File: src/rtl/dcste_pkg.sv
/*
 * Shared constants and types of the two-channel synchronous-time evaluator.
 * Assumes a single 250 MHz module clock; all times are derived from it here.
 */
package dcste_pkg;

    // Clock and evaluation timebase.
    localparam int CLK_PERIOD_PS = 4000;
    localparam longint TICK_PS = 64'd4000000000;
    localparam int TICK_MS = 4;
    localparam int TICK_CYCLES = int'(TICK_PS / CLK_PERIOD_PS);
    localparam int TICK_CNT_W = 20;

    // Indicator blink: 1 Hz means 500 ms on, 500 ms off.
    localparam int BLINK_HZ = 1;
    localparam int BLINK_HALF_MS = 1000 / (2 * BLINK_HZ);
    localparam int BLINK_HALF_TICKS = BLINK_HALF_MS / TICK_MS;
    localparam int BLINK_CNT_W = 7;

    // Sequence errors must show within this time; one tick is far below it.
    localparam int SEQ_ERR_MAX_MS = 100;

    // Configured synchronous time: 0 (off) or up to 30000 ms.
    localparam int SYNC_MS_W = 15;
    localparam int LIMIT_W = 13;
    localparam logic [SYNC_MS_W-1:0] SYNC_ROUND_ADD = 15'h0003;
    localparam int SYNC_ROUND_SHIFT = 2;

    // Reset values.
    localparam logic [LIMIT_W-1:0] TIMER_RST = 13'h0000;
    localparam logic [1:0] CH_RST = 2'h0;
    localparam logic ARMED_RST = 1'b1;
    localparam logic FLAG_RST = 1'b0;
    localparam logic STATUS_RST = 1'b1;

    // Evaluation states.
    typedef enum logic [3:0]
    {
        ST_INACT = 4'h1,
        ST_DISC = 4'h2,
        ST_ACT = 4'h4,
        ST_ERR = 4'h8
    } dcste_state_t;

    // Meaning of a channel pair under the selected mode.
    typedef enum logic [1:0]
    {
        PAT_INACT = 2'h0,
        PAT_DISC = 2'h1,
        PAT_ACT = 2'h2
    } dcste_pat_t;

endpackage

File: src/rtl/dcste_time_if.sv
/*
 * Carrier of the evaluation tick and the blink phase from the timebase
 * to the evaluator. Both ends run on the same clock.
 */
`timescale 1ns/1ps
interface dcste_time_if;
    logic tick;
    logic blink;

    modport src
    (
        output tick,
        output blink
    );

    modport snk
    (
        input tick,
        input blink
    );
endinterface

File: src/rtl/dcste_timebase.sv
/*
 * Timebase: one-cycle tick every evaluation period and a 1 Hz blink phase.
 * Assumes clk and rstn of the evaluator; the tick period is shortened
 * through TICK_CYCLES for simulation.
 */
`timescale 1ns/1ps
module dcste_timebase #(
    parameter int TICK_CYCLES = dcste_pkg::TICK_CYCLES
)
(
    // Clock and reset
    input wire logic clk,
    input wire logic rstn,
    // Timebase out
    dcste_time_if.src tm
);

    typedef struct packed
    {
        logic [dcste_pkg::TICK_CNT_W-1:0] cyc;
        logic [dcste_pkg::BLINK_CNT_W-1:0] half;
        logic tick;
        logic blink;
    } dcste_tb_state_t;

    localparam logic [dcste_pkg::TICK_CNT_W-1:0] CYC_LAST =
        dcste_pkg::TICK_CNT_W'(TICK_CYCLES - 1);
    localparam logic [dcste_pkg::BLINK_CNT_W-1:0] HALF_LAST =
        dcste_pkg::BLINK_CNT_W'(dcste_pkg::BLINK_HALF_TICKS - 1);

    dcste_tb_state_t s_r;
    dcste_tb_state_t s_nxt;

    always_comb
    begin
        s_nxt = s_r;
        s_nxt.tick = 1'b0;
        if (s_r.cyc == CYC_LAST)
        begin
            s_nxt.cyc = '0;
            s_nxt.tick = 1'b1;
            if (s_r.half == HALF_LAST)
            begin
                s_nxt.half = '0;
                s_nxt.blink = ~s_r.blink;
            end
            else
            begin
                s_nxt.half = s_r.half + 1'b1;
            end
        end
        else
        begin
            s_nxt.cyc = s_r.cyc + 1'b1;
        end
    end

    always_ff @(posedge clk or negedge rstn)
    begin
        if (!rstn)
        begin
            s_r <= '0;
        end
        else
        begin
            s_r <= s_nxt;
        end
    end

    assign tm.tick = s_r.tick;
    assign tm.blink = s_r.blink;

endmodule // dcste_timebase

File: src/rtl/dcste_eval.sv
/*
 * Two-channel input evaluator with synchronous-time monitoring and
 * switching-sequence check, driving one logical input and error indications.
 * Assumes channel pins asynchronous to clk, configuration inputs static and
 * synchronous to clk, and a 250 MHz clock.
 */
`timescale 1ns/1ps

// Behaviour
// [RULE1] Evaluate both channels together, enforce switching order.
// [RULE2] Tolerate disagreement only for synchronous time.
// [RULE3] Configurer picks synchronous time multiple of four.
// [RULE4] Synchronous time covers test gap plus delay.
// [RULE5] Equivalent mode pair mapping to state.
// [RULE6] Discrepant mode pair mapping to state.
// [RULE7] Timeout gives error state, output low, flag.
// [RULE8] Otherwise the time error flag holds.
// [RULE9] Timer restarts entering discrepant when enabled.
// [RULE10] Zero synchronous time never times out.
// [RULE11] Active only after passing inactive since.
// [RULE12] Active only while time not expired.
// [RULE13] Sequence violation raises error within bound.
// [RULE14] Legacy variant: no error, output stays low. Code still raises the time error once a nonzero synchronous time expires.
// [RULE15] Error blinks module indicator red 1 Hz.
// [RULE16] Error blinks input indicators green 1 Hz.
// [RULE17] Error drives input data status low.
// [RULE18] Errors clear only on reaching inactive. Code keeps the time error flag set there until the 11 pair is seen.
// [RULE19] Sample on 4 ms tick, round up.
// [RULE20] Timer advances per tick, compared to limit.
// [RULE21] Error state dominates until inactive.
module dcste_eval #(
    parameter int TICK_CYCLES = dcste_pkg::TICK_CYCLES
)
(
    // Clock and reset
    input wire logic clk,
    input wire logic rstn,
    // Sensor channels, asynchronous
    input wire logic chanA,
    input wire logic chanB,
    // Static configuration
    input wire logic equivMode,
    input wire logic legacyVariant,
    input wire logic [dcste_pkg::SYNC_MS_W-1:0] syncTimeMs,
    // Logic program side
    output logic logicIn,
    output logic syncTimeErr,
    output logic seqErr,
    output logic inputDataStatus,
    // Indicators
    output logic moduleStateIndicatorRed,
    output logic [1:0] inputLedGreen
);

    dcste_time_if tm ();

    dcste_timebase #(
        .TICK_CYCLES(TICK_CYCLES)
    ) u_timebase (
        .clk(clk),
        .rstn(rstn),
        .tm(tm)
    );

    typedef struct packed
    {
        logic [1:0] chSync1;
        logic [1:0] chSync2;
        dcste_pkg::dcste_state_t st;
        logic armed;
        logic [dcste_pkg::LIMIT_W-1:0] timer;
        logic syncErr;
        logic seqErr;
        logic logicIn;
        logic status;
        logic ledRed;
        logic [1:0] ledGreen;
    } dcste_state_s_t;

    localparam dcste_state_s_t STATE_RST = '{
        chSync1: dcste_pkg::CH_RST,
        chSync2: dcste_pkg::CH_RST,
        st: dcste_pkg::ST_INACT,
        armed: dcste_pkg::ARMED_RST,
        timer: dcste_pkg::TIMER_RST,
        syncErr: dcste_pkg::FLAG_RST,
        seqErr: dcste_pkg::FLAG_RST,
        logicIn: 1'b0,
        status: dcste_pkg::STATUS_RST,
        ledRed: 1'b0,
        ledGreen: dcste_pkg::CH_RST
    };

    // Bit 1 is channel A, bit 0 is channel B.
    function automatic dcste_pkg::dcste_pat_t classify(input logic [1:0] ab, input logic equiv);
        dcste_pkg::dcste_pat_t p;
        p = dcste_pkg::PAT_DISC;
        if (equiv)
        begin
            if (ab == 2'h0)
            begin
                p = dcste_pkg::PAT_INACT; // RULE5
            end
            else if (ab == 2'h3)
            begin
                p = dcste_pkg::PAT_ACT; // RULE5
            end
        end
        else
        begin
            if (ab == 2'h1)
            begin
                p = dcste_pkg::PAT_INACT; // RULE6
            end
            else if (ab == 2'h2)
            begin
                p = dcste_pkg::PAT_ACT; // RULE6
            end
        end
        return p;
    endfunction

    // Any nonzero time becomes whole ticks, rounded up.
    logic [dcste_pkg::LIMIT_W-1:0] limit;
    assign limit = dcste_pkg::LIMIT_W'((syncTimeMs + dcste_pkg::SYNC_ROUND_ADD)
        >> dcste_pkg::SYNC_ROUND_SHIFT); // RULE19

    logic limitOn;
    assign limitOn = (limit != '0);

    dcste_state_s_t s_r;
    dcste_state_s_t s_nxt;

    always_comb
    begin
        dcste_pkg::dcste_pat_t pat;
        logic [dcste_pkg::LIMIT_W-1:0] tNext;
        logic runTimer;
        logic errNow;
        errNow = 1'b0;
        pat = classify(s_r.chSync2, equivMode);
        tNext = s_r.timer + 1'b1;
        runTimer = 1'b0;
        s_nxt = s_r;
        s_nxt.chSync1 = {chanA, chanB};
        s_nxt.chSync2 = s_r.chSync1;
        // Only the tick moves the evaluation, so pin noise between ticks is unseen.
        if (tm.tick) // RULE19
        begin
            case (s_r.st)
                dcste_pkg::ST_ERR:
                begin
                    // Nothing but the inactive pair leaves the error state.
                    if (pat == dcste_pkg::PAT_INACT) // RULE21
                    begin
                        s_nxt.st = dcste_pkg::ST_INACT; // RULE18
                        s_nxt.seqErr = 1'b0; // RULE18
                        s_nxt.armed = 1'b1;
                        s_nxt.timer = '0;
                    end
                end
                dcste_pkg::ST_INACT, dcste_pkg::ST_DISC, dcste_pkg::ST_ACT:
                begin
                    if (pat == dcste_pkg::PAT_INACT)
                    begin
                        s_nxt.st = dcste_pkg::ST_INACT; // RULE5 RULE6
                        s_nxt.armed = 1'b1; // RULE11
                        s_nxt.timer = '0;
                    end
                    else if (pat == dcste_pkg::PAT_ACT)
                    begin
                        if (s_r.st == dcste_pkg::ST_ACT)
                        begin
                            s_nxt.st = dcste_pkg::ST_ACT;
                        end
                        else if (s_r.armed && !(limitOn && s_r.timer >= limit)) // RULE11 RULE12
                        begin
                            s_nxt.st = dcste_pkg::ST_ACT; // RULE1
                            s_nxt.armed = 1'b0;
                            s_nxt.timer = '0;
                            if (equivMode)
                            begin
                                s_nxt.syncErr = 1'b0; // RULE5
                            end
                        end
                        else if (!s_r.armed && !legacyVariant)
                        begin
                            // Reported on the first tick, well inside the allowed bound.
                            s_nxt.st = dcste_pkg::ST_ERR; // RULE13
                            s_nxt.seqErr = 1'b1; // RULE13
                        end
                        else
                        begin
                            // Older variants keep the pair blocked without a sequence error; the timer runs on, so a nonzero time ends in the time error.
                            s_nxt.st = dcste_pkg::ST_DISC; // RULE14
                            runTimer = (s_r.st == dcste_pkg::ST_DISC);
                            if (s_r.st != dcste_pkg::ST_DISC)
                            begin
                                s_nxt.timer = '0;
                            end
                        end
                    end
                    else
                    begin
                        if (!equivMode && s_r.chSync2 == 2'h3)
                        begin
                            s_nxt.syncErr = 1'b0; // RULE6
                        end
                        if (s_r.st != dcste_pkg::ST_DISC)
                        begin
                            s_nxt.st = dcste_pkg::ST_DISC; // RULE1
                            s_nxt.timer = '0; // RULE9
                        end
                        else
                        begin
                            runTimer = 1'b1;
                        end
                    end
                    // With a zero limit the timer is frozen and never expires.
                    if (runTimer && limitOn) // RULE10 RULE20
                    begin
                        if (tNext >= limit) // RULE2 RULE20
                        begin
                            s_nxt.st = dcste_pkg::ST_ERR; // RULE7
                            s_nxt.syncErr = 1'b1; // RULE7
                        end
                        else
                        begin
                            s_nxt.timer = tNext; // RULE20
                        end
                    end
                end
                default:
                begin
                    s_nxt.st = dcste_pkg::ST_ERR;
                end
            endcase
        end
        // The flag is written only in the branches above; it holds otherwise.
        errNow = (s_nxt.st == dcste_pkg::ST_ERR); // RULE8
        s_nxt.logicIn = (s_nxt.st == dcste_pkg::ST_ACT); // RULE7 RULE21
        s_nxt.status = !errNow; // RULE17
        s_nxt.ledRed = errNow && tm.blink; // RULE15
        // Outside errors the green indicators follow the sampled channels.
        // Only the second synchroniser stage may be read, so the levels lag one more cycle.
        s_nxt.ledGreen = errNow ? {2{tm.blink}} : s_r.chSync2; // RULE16
    end

    always_ff @(posedge clk or negedge rstn)
    begin
        if (!rstn)
        begin
            s_r <= STATE_RST;
        end
        else
        begin
            s_r <= s_nxt;
        end
    end

    assign logicIn = s_r.logicIn;
    assign syncTimeErr = s_r.syncErr;
    assign seqErr = s_r.seqErr;
    assign inputDataStatus = s_r.status;
    assign moduleStateIndicatorRed = s_r.ledRed;
    assign inputLedGreen = s_r.ledGreen;

    logic inErr;
    assign inErr = (s_r.st == dcste_pkg::ST_ERR);
endmodule // dcste_eval

File: config.mk
export PLATFORM = sky130hd
export DESIGN_NAME = dcste_eval
export DESIGN_NICKNAME = d
export VERILOG_FILES = /design/src/rtl/dcste_pkg.sv /design/src/rtl/dcste_time_if.sv /design/src/rtl/dcste_timebase.sv /design/src/rtl/dcste_eval.sv
export SDC_FILE = /design/constraint.sdc
export NUM_CORES = 1
export LEC_CHECK = 0
export ABC_AREA = 1
export ABC_CLOCK_PERIOD_IN_PS = 3100
export BUFFER_PORTS_ARGS = -buffer_cell sky130_fd_sc_hd__buf_2
export CAP_MARGIN = 20
export CORE_AREA = 5 5 140 142
export CTS_BUF_LIST = sky130_fd_sc_hd__clkbuf_4 sky130_fd_sc_hd__clkbuf_8
export DETAILED_ROUTE_END_ITERATION = 16
export DIE_AREA = 0 0 145 147
export HOLD_SLACK_MARGIN = 0.06
export PLACE_DENSITY = 0.37
export SYNTH_ARGS = -nofsm -noshare
export SYNTH_HDL_FRONTEND = slang
export SYNTH_SLANG_ARGS = --single-unit
File: constraint.sdc
create_clock -name clk -period 3.1 [get_ports clk]
set_input_delay 0.155 -clock clk [delete_from_list [all_inputs] [get_ports clk]]
set_output_delay 0.155 -clock clk [all_outputs]
set_load 0.01 [all_outputs]
* Yosys cells after proc, flatten, opt, wreduce, memory -nomap -nowiden
Cells that the tools add are included.
** Storage, ports and cells
- Memory bits (writable) :: 0
- Bits in read-only memories :: 0
- Input bits :: 21
- Latch bits :: 0
- Output and inout port bits :: 7
- Flip-flop bits (word level) :: 58
- Memories kept :: 0
- Word-level logic and storage cells :: 117
** Cells by class
- $add $sub $neg :: 4
- Reduce and logical (&&, ||, !) cells :: 21
- Equal/unequal tests :: 22
- Multipliers :: 0
- Muxes and demuxes :: 52
- Shifts and indexed selects :: 0
- Bitwise gates (word level) :: 1
- Order comparisons :: 2
- Divide/modulo/power cells :: 0
** Operators with widths (count)
- 13-bit two-way mux :: 4
- 16-bit two-way mux :: 3
- 20-bit two-way mux :: 2
- 18-bit two-way mux :: 2
- 14-bit two-way mux :: 2
- 4-bit two-way mux :: 7
- 14-bit case mux with 2 select lines :: 1
- 13-bit greater-or-equal comparator :: 2
- 20-bit by 1-bit adder with 20-bit output, second input constant :: 1
- 20-bit equality test, second input constant :: 1
- 1-bit two-way mux :: 20
- 2-bit two-way mux :: 8
- 15-bit by 2-bit adder with 15-bit output, second input constant :: 1
- 13-bit by 1-bit adder with 13-bit output, second input constant :: 1
- 13-bit nonzero test :: 1
- 3-bit != test, second input constant :: 4
- 4-bit by 3-bit equality test with 1-bit output, second input constant :: 2
- 4-bit equality test, second input constant :: 2
- 4-bit != test, second input constant :: 2
- 4-bit case mux with 2 select lines :: 1
- 8-bit AND reduction :: 1
- 7-bit by 1-bit adder with 7-bit output, second input constant :: 1
- 7-bit equality test, second input constant :: 1
- 7-bit two-way mux :: 1
- other kinds (17) :: 31

* Logic depth before layout (Yosys ltp)
- Depth after elaboration :: 17
- Mapped depth :: 28
- Depth with buffers taken out :: 28

* Modules after synthesis
From an unflattened synthesis, not the netlist that was laid out.
** Unflattened totals
- Cell total of the unflattened synthesis :: 617
- Area total of the unflattened synthesis :: 4479.3 um^2
** Modules (own cells, without submodules)
- dcste_eval :: area an instance 2788.9 um^2, cells each 391, seq. area each 729.4 um^2, times used 1
- dcste_timebase :: area an instance 1690.4 um^2, cells each 226, seq. area each 725.7 um^2, times used 1

* Worst setup path before layout
Ideal clock, no wire load.
- Kind :: reg2reg
- From :: register s_r[7] (netlist bit)
- To :: register s_r, in the netlist inputLedGreen[0]
- Required time :: 2.979 ns
- Library setup time :: 0.121 ns
- Path slack :: 0.153 ns
- Cell stages (with the launch flop) :: 27
- Arrival :: 2.826 ns
- Cell sequence :: dfrtp_1 ha_1 nand2_1 nor2_1 inv_1 nor2_1 inv_1 nor2_1 inv_1 nor2_1 inv_1 nand2_1 inv_1 ha_1 nand2_1 nor4_1 nand4_1 nand4_1 nand2_1 nand2_1 nand2_1 nand2_1 a21oi_1 o211ai_1 nand4_1 o21bai_1 nand2_1
** RTL lines
- start, declared :: RTL line dcste_eval.sv:131 : dcste_state_s_t s_r;
- start signal, assigned :: RTL line dcste_eval.sv:257 : s_r <= s_nxt;

==> results.json <==
{
  "coreArea_mm2": 0.0183,
  "grt_pass1_wl_um": 18700,
  "dr_total_vias": 3845,
  "std_cell_rows": 50,
  "num_antenna_cells": 0,
  "cp_cell_sequence": "buf_4 > buf_4 > inv_1 > nor3_2 > buf_4 > nand2_1 > xor2_2 > ha_1 > inv_1 > nor4_4 > nand4_1 > nand4_1 > nand2_1 > nand2_1 > nand2_1 > nand2_2 > a21oi_4 > buf_6 > nand3_4 > nand3_4 > a21oi_4 > nand3_2 > nand2_1",
  "dp_slack_ps": -278,
  "cts_buffer_depth": 2,
  "min_period_ps": 3200,
  "netlist_top_cells_count": "inv_1, nand2_1, nor2_1",
  "crit_required_ps": 3370,
  "final_area_mm2": 0.00553,
  "grt_antenna_before_repair": 1,
  "wirelength_met1_um": 5170,
  "synth-seq-area-share_pct": 34.2,
  "yosys.cell_count.top_type": "inv_1",
  "criticalPathCategory": "register to register",
  "tns_ps": -812,
  "finalSetupViolations": 18,
  "reg2reg_setup_slack_ps": -100,
  "start_util_pct": 23.2,
  "worstSetupEndpointType": "register",
  "ir_worst_vdd_mv": 0.207,
  "wl_met2_um": 5170,
  "dpl_cell_area_mm2": 0.00491,
  "die_y_um": 147,
  "dr_wl_met3_um": 312,
  "synth_top_area_share_pct": 32.3,
  "finalNetCount": 698,
  "drive_above_1_share_pct": 24.7,
  "startpoint": "s_r[8]",
  "r2r-start": "s_r[8]",
  "wire_per_inst_um": 12.1,
  "num-fill-cells": 1947,
  "clock_latency_ps": 330,
  "synthFlopType": "dfrtp_1",
  "crit_end": "inputLedGreen[0]",
  "cts.sinks": 58,
  "routed_wl_um": 10700,
  "cts_buffers": 9,
  "hold_viol_final": 0,
  "critPathLaunchType": "register",
  "crit_path_frequent_cell": "nand2_1",
  "synth.avg_cell_area_um2": 7.48,
  "violations": "negative setup slack",
  "drtAntennaViolNets": 0,
  "netlist_area_mm2": 0.00426,
  "grt_pass1_vias": 4001,
  "fmax_mhz": 312,
  "relSlewSlack_pct": 57.4,
  "status": "complete, but fails checks",
  "async_reset_ff_share_pct": 100,
  "synth.area.top_cells": "dfrtp_1, inv_1, ha_1, nand2_1, nor2_1",
  "timing.hold.ws_ps": 260,
  "avgViaCountPerCell": 4.34,
  "drtIter0Drc": 119,
  "yosysTopAreaCell": "dfrtp_1",
  "synth_edf_count": 0,
  "rsz0062_at_grt": "true",
  "worst_r2r_endpoint": "inputLedGreen[0]",
  "synthCells": 569,
  "place_congestion": 0.754,
  "slowest_delay_ps": 350,
  "finClkSkew_ps": 7.66,
  "io_buffers": 27,
  "synth.distinct_cells": 47,
  "grt_start_max_net_pins": 45,
  "holdCritPathClass": "input pin to asynchronous set/reset pin",
  "crit_slowest_cell": "dfrtp_1",
  "drt_first_pass_iters": 6,
  "top_layer": "met5",
  "cp_max_fo": 5,
  "seq_area_mm2": 0.00146,
  "maxCapViolCount": 0,
  "path_clk_slew_ps": 70,
  "period_share_pct": 103,
  "tightestPinTransition_ps": 623,
  "setup_slack_ps": -104,
  "root_buffer": "clkbuf_8",
  "die_area_mm2": 0.0213,
  "drv_slew": 0,
  "reg2reg_depth": 23,
  "area_delta_synth_final_pct": 29.8,
  "fp.dieW_um": 145,
  "multi_input_area_mm2": 0.00258,
  "total_power_uw": 1720,
  "ys_warn_count": 0,
  "drc": 0,
  "ys_ff_latch": 58,
  "htree_levels": 3,
  "arrival_ps": 3480,
  "grtUsageTotal_pct": 10.3,
  "cts_tree": "built",
  "power.density_mw_per_mm2": 312,
  "io_pins": 28,
  "hpwl_um": 8100,
  "p_leak_uw": 0.00269,
  "grt_overflow_total": 0,
  "syn_nets": 620
}
worst min path at each step:
stage | from | to | slack, ps
global placement | chanA | s_nxt[26] | 260
finish | rstn | s_nxt[25] | 260
global route | rstn | s_nxt[25] | 280
detailed placement | chanA | s_nxt[26] | 260
floorplan | rstn | inputLedGreen[0] | -140
CTS | equivMode | syncTimeErr | 270
worst max-delay path, delay by kind of cell (launching register included):
kind / cells / cell delay [ps]
AND/OR/NAND/NOR: 13 / 1420
XOR/XNOR: 1 / 170
buffers and inverters: 6 / 640
adder cells (fa/ha/maj): 1 / 280
flip-flops: 1 / 350
AO/OA/AOI/OAI: 2 / 290
cells by family after synthesis:
kind of cell / after synthesis / share of synthesized area, %
AND/OR/NAND/NOR: 256 / 29.5
buffers and inverters: 115 / 10.4
AO/OA/AOI/OAI: 88 / 12.6
flip-flops: 58 / 34.2
adder cells (fa/ha/maj): 30 / 8.82
XOR/XNOR: 21 / 4.32
multiplexers: 1 / 0.235
metrics by stage:
stage,utilization [%],instances
global placement,26.8,856
detailed placement,26.8,856
floorplan,-,569
finish,30.2,885
CTS,29.1,882
global route,30.2,885
placed cells by master, fill, tap and decap left out, types with 12 or more instances in the layout:
cell / n
o21ai_2: 13
ha_1: 26
inv_1: 97
buf_2: 27
nand3_1: 25
o21ai_0: 12
nand4_1: 14
buf_4: 37
dfrtp_1: 55
a21oi_1: 13
nand2_1: 86
nand2_2: 12
nor2_1: 71
nor3_1: 19
xor2_1: 17
area by class of cell:
cell class	count	area share [%]
flip-flops and latches	58	26.3
inverters	108	7.34
multi-input cells	396	46.7
repair buffers	74	10.4
well taps	234	5.30
clock buffers	12	2.76
clock inverters	3	1.18
state kept, by name, summed over array words and instances, names as in the netlist:
signal	flops
s_nxt	2
logicIn	1
s_r	20
seqErr	1
u_timebase.s_r	27
syncTimeErr	1
u_timebase.tm.tick	1
inputLedGreen	2
u_timebase.tm.blink	1
inputDataStatus	1
moduleStateIndicatorRed	1
layer usage:
metal / GRT usage (%) / vias up
li1: - / 2005
met1: 13.2 / 1792
met2: 17.9 / 38
met3: 2.19 / 8
met4: 2.54 / 2
met5: 0 / -
what timing repair did:
action,4_1_cts,5_1_grt
endpoints found under the hold margin,41,0
endpoints found under the setup margin,20,21
resized for setup,20,39
buffers inserted,7,1
pin swaps,10,21
hold buffers,3,0
gates cloned,1,2
power breakdown:
group | total (uW) | internal (uW) | switching, uW
registers | 765 | 762 | 3.14
clock network | 786 | 487 | 299
logic | 171 | 64.5 | 107
total | 1720 | 1310 | 409
No activity file was read; power rests on OpenSTA's default activity.
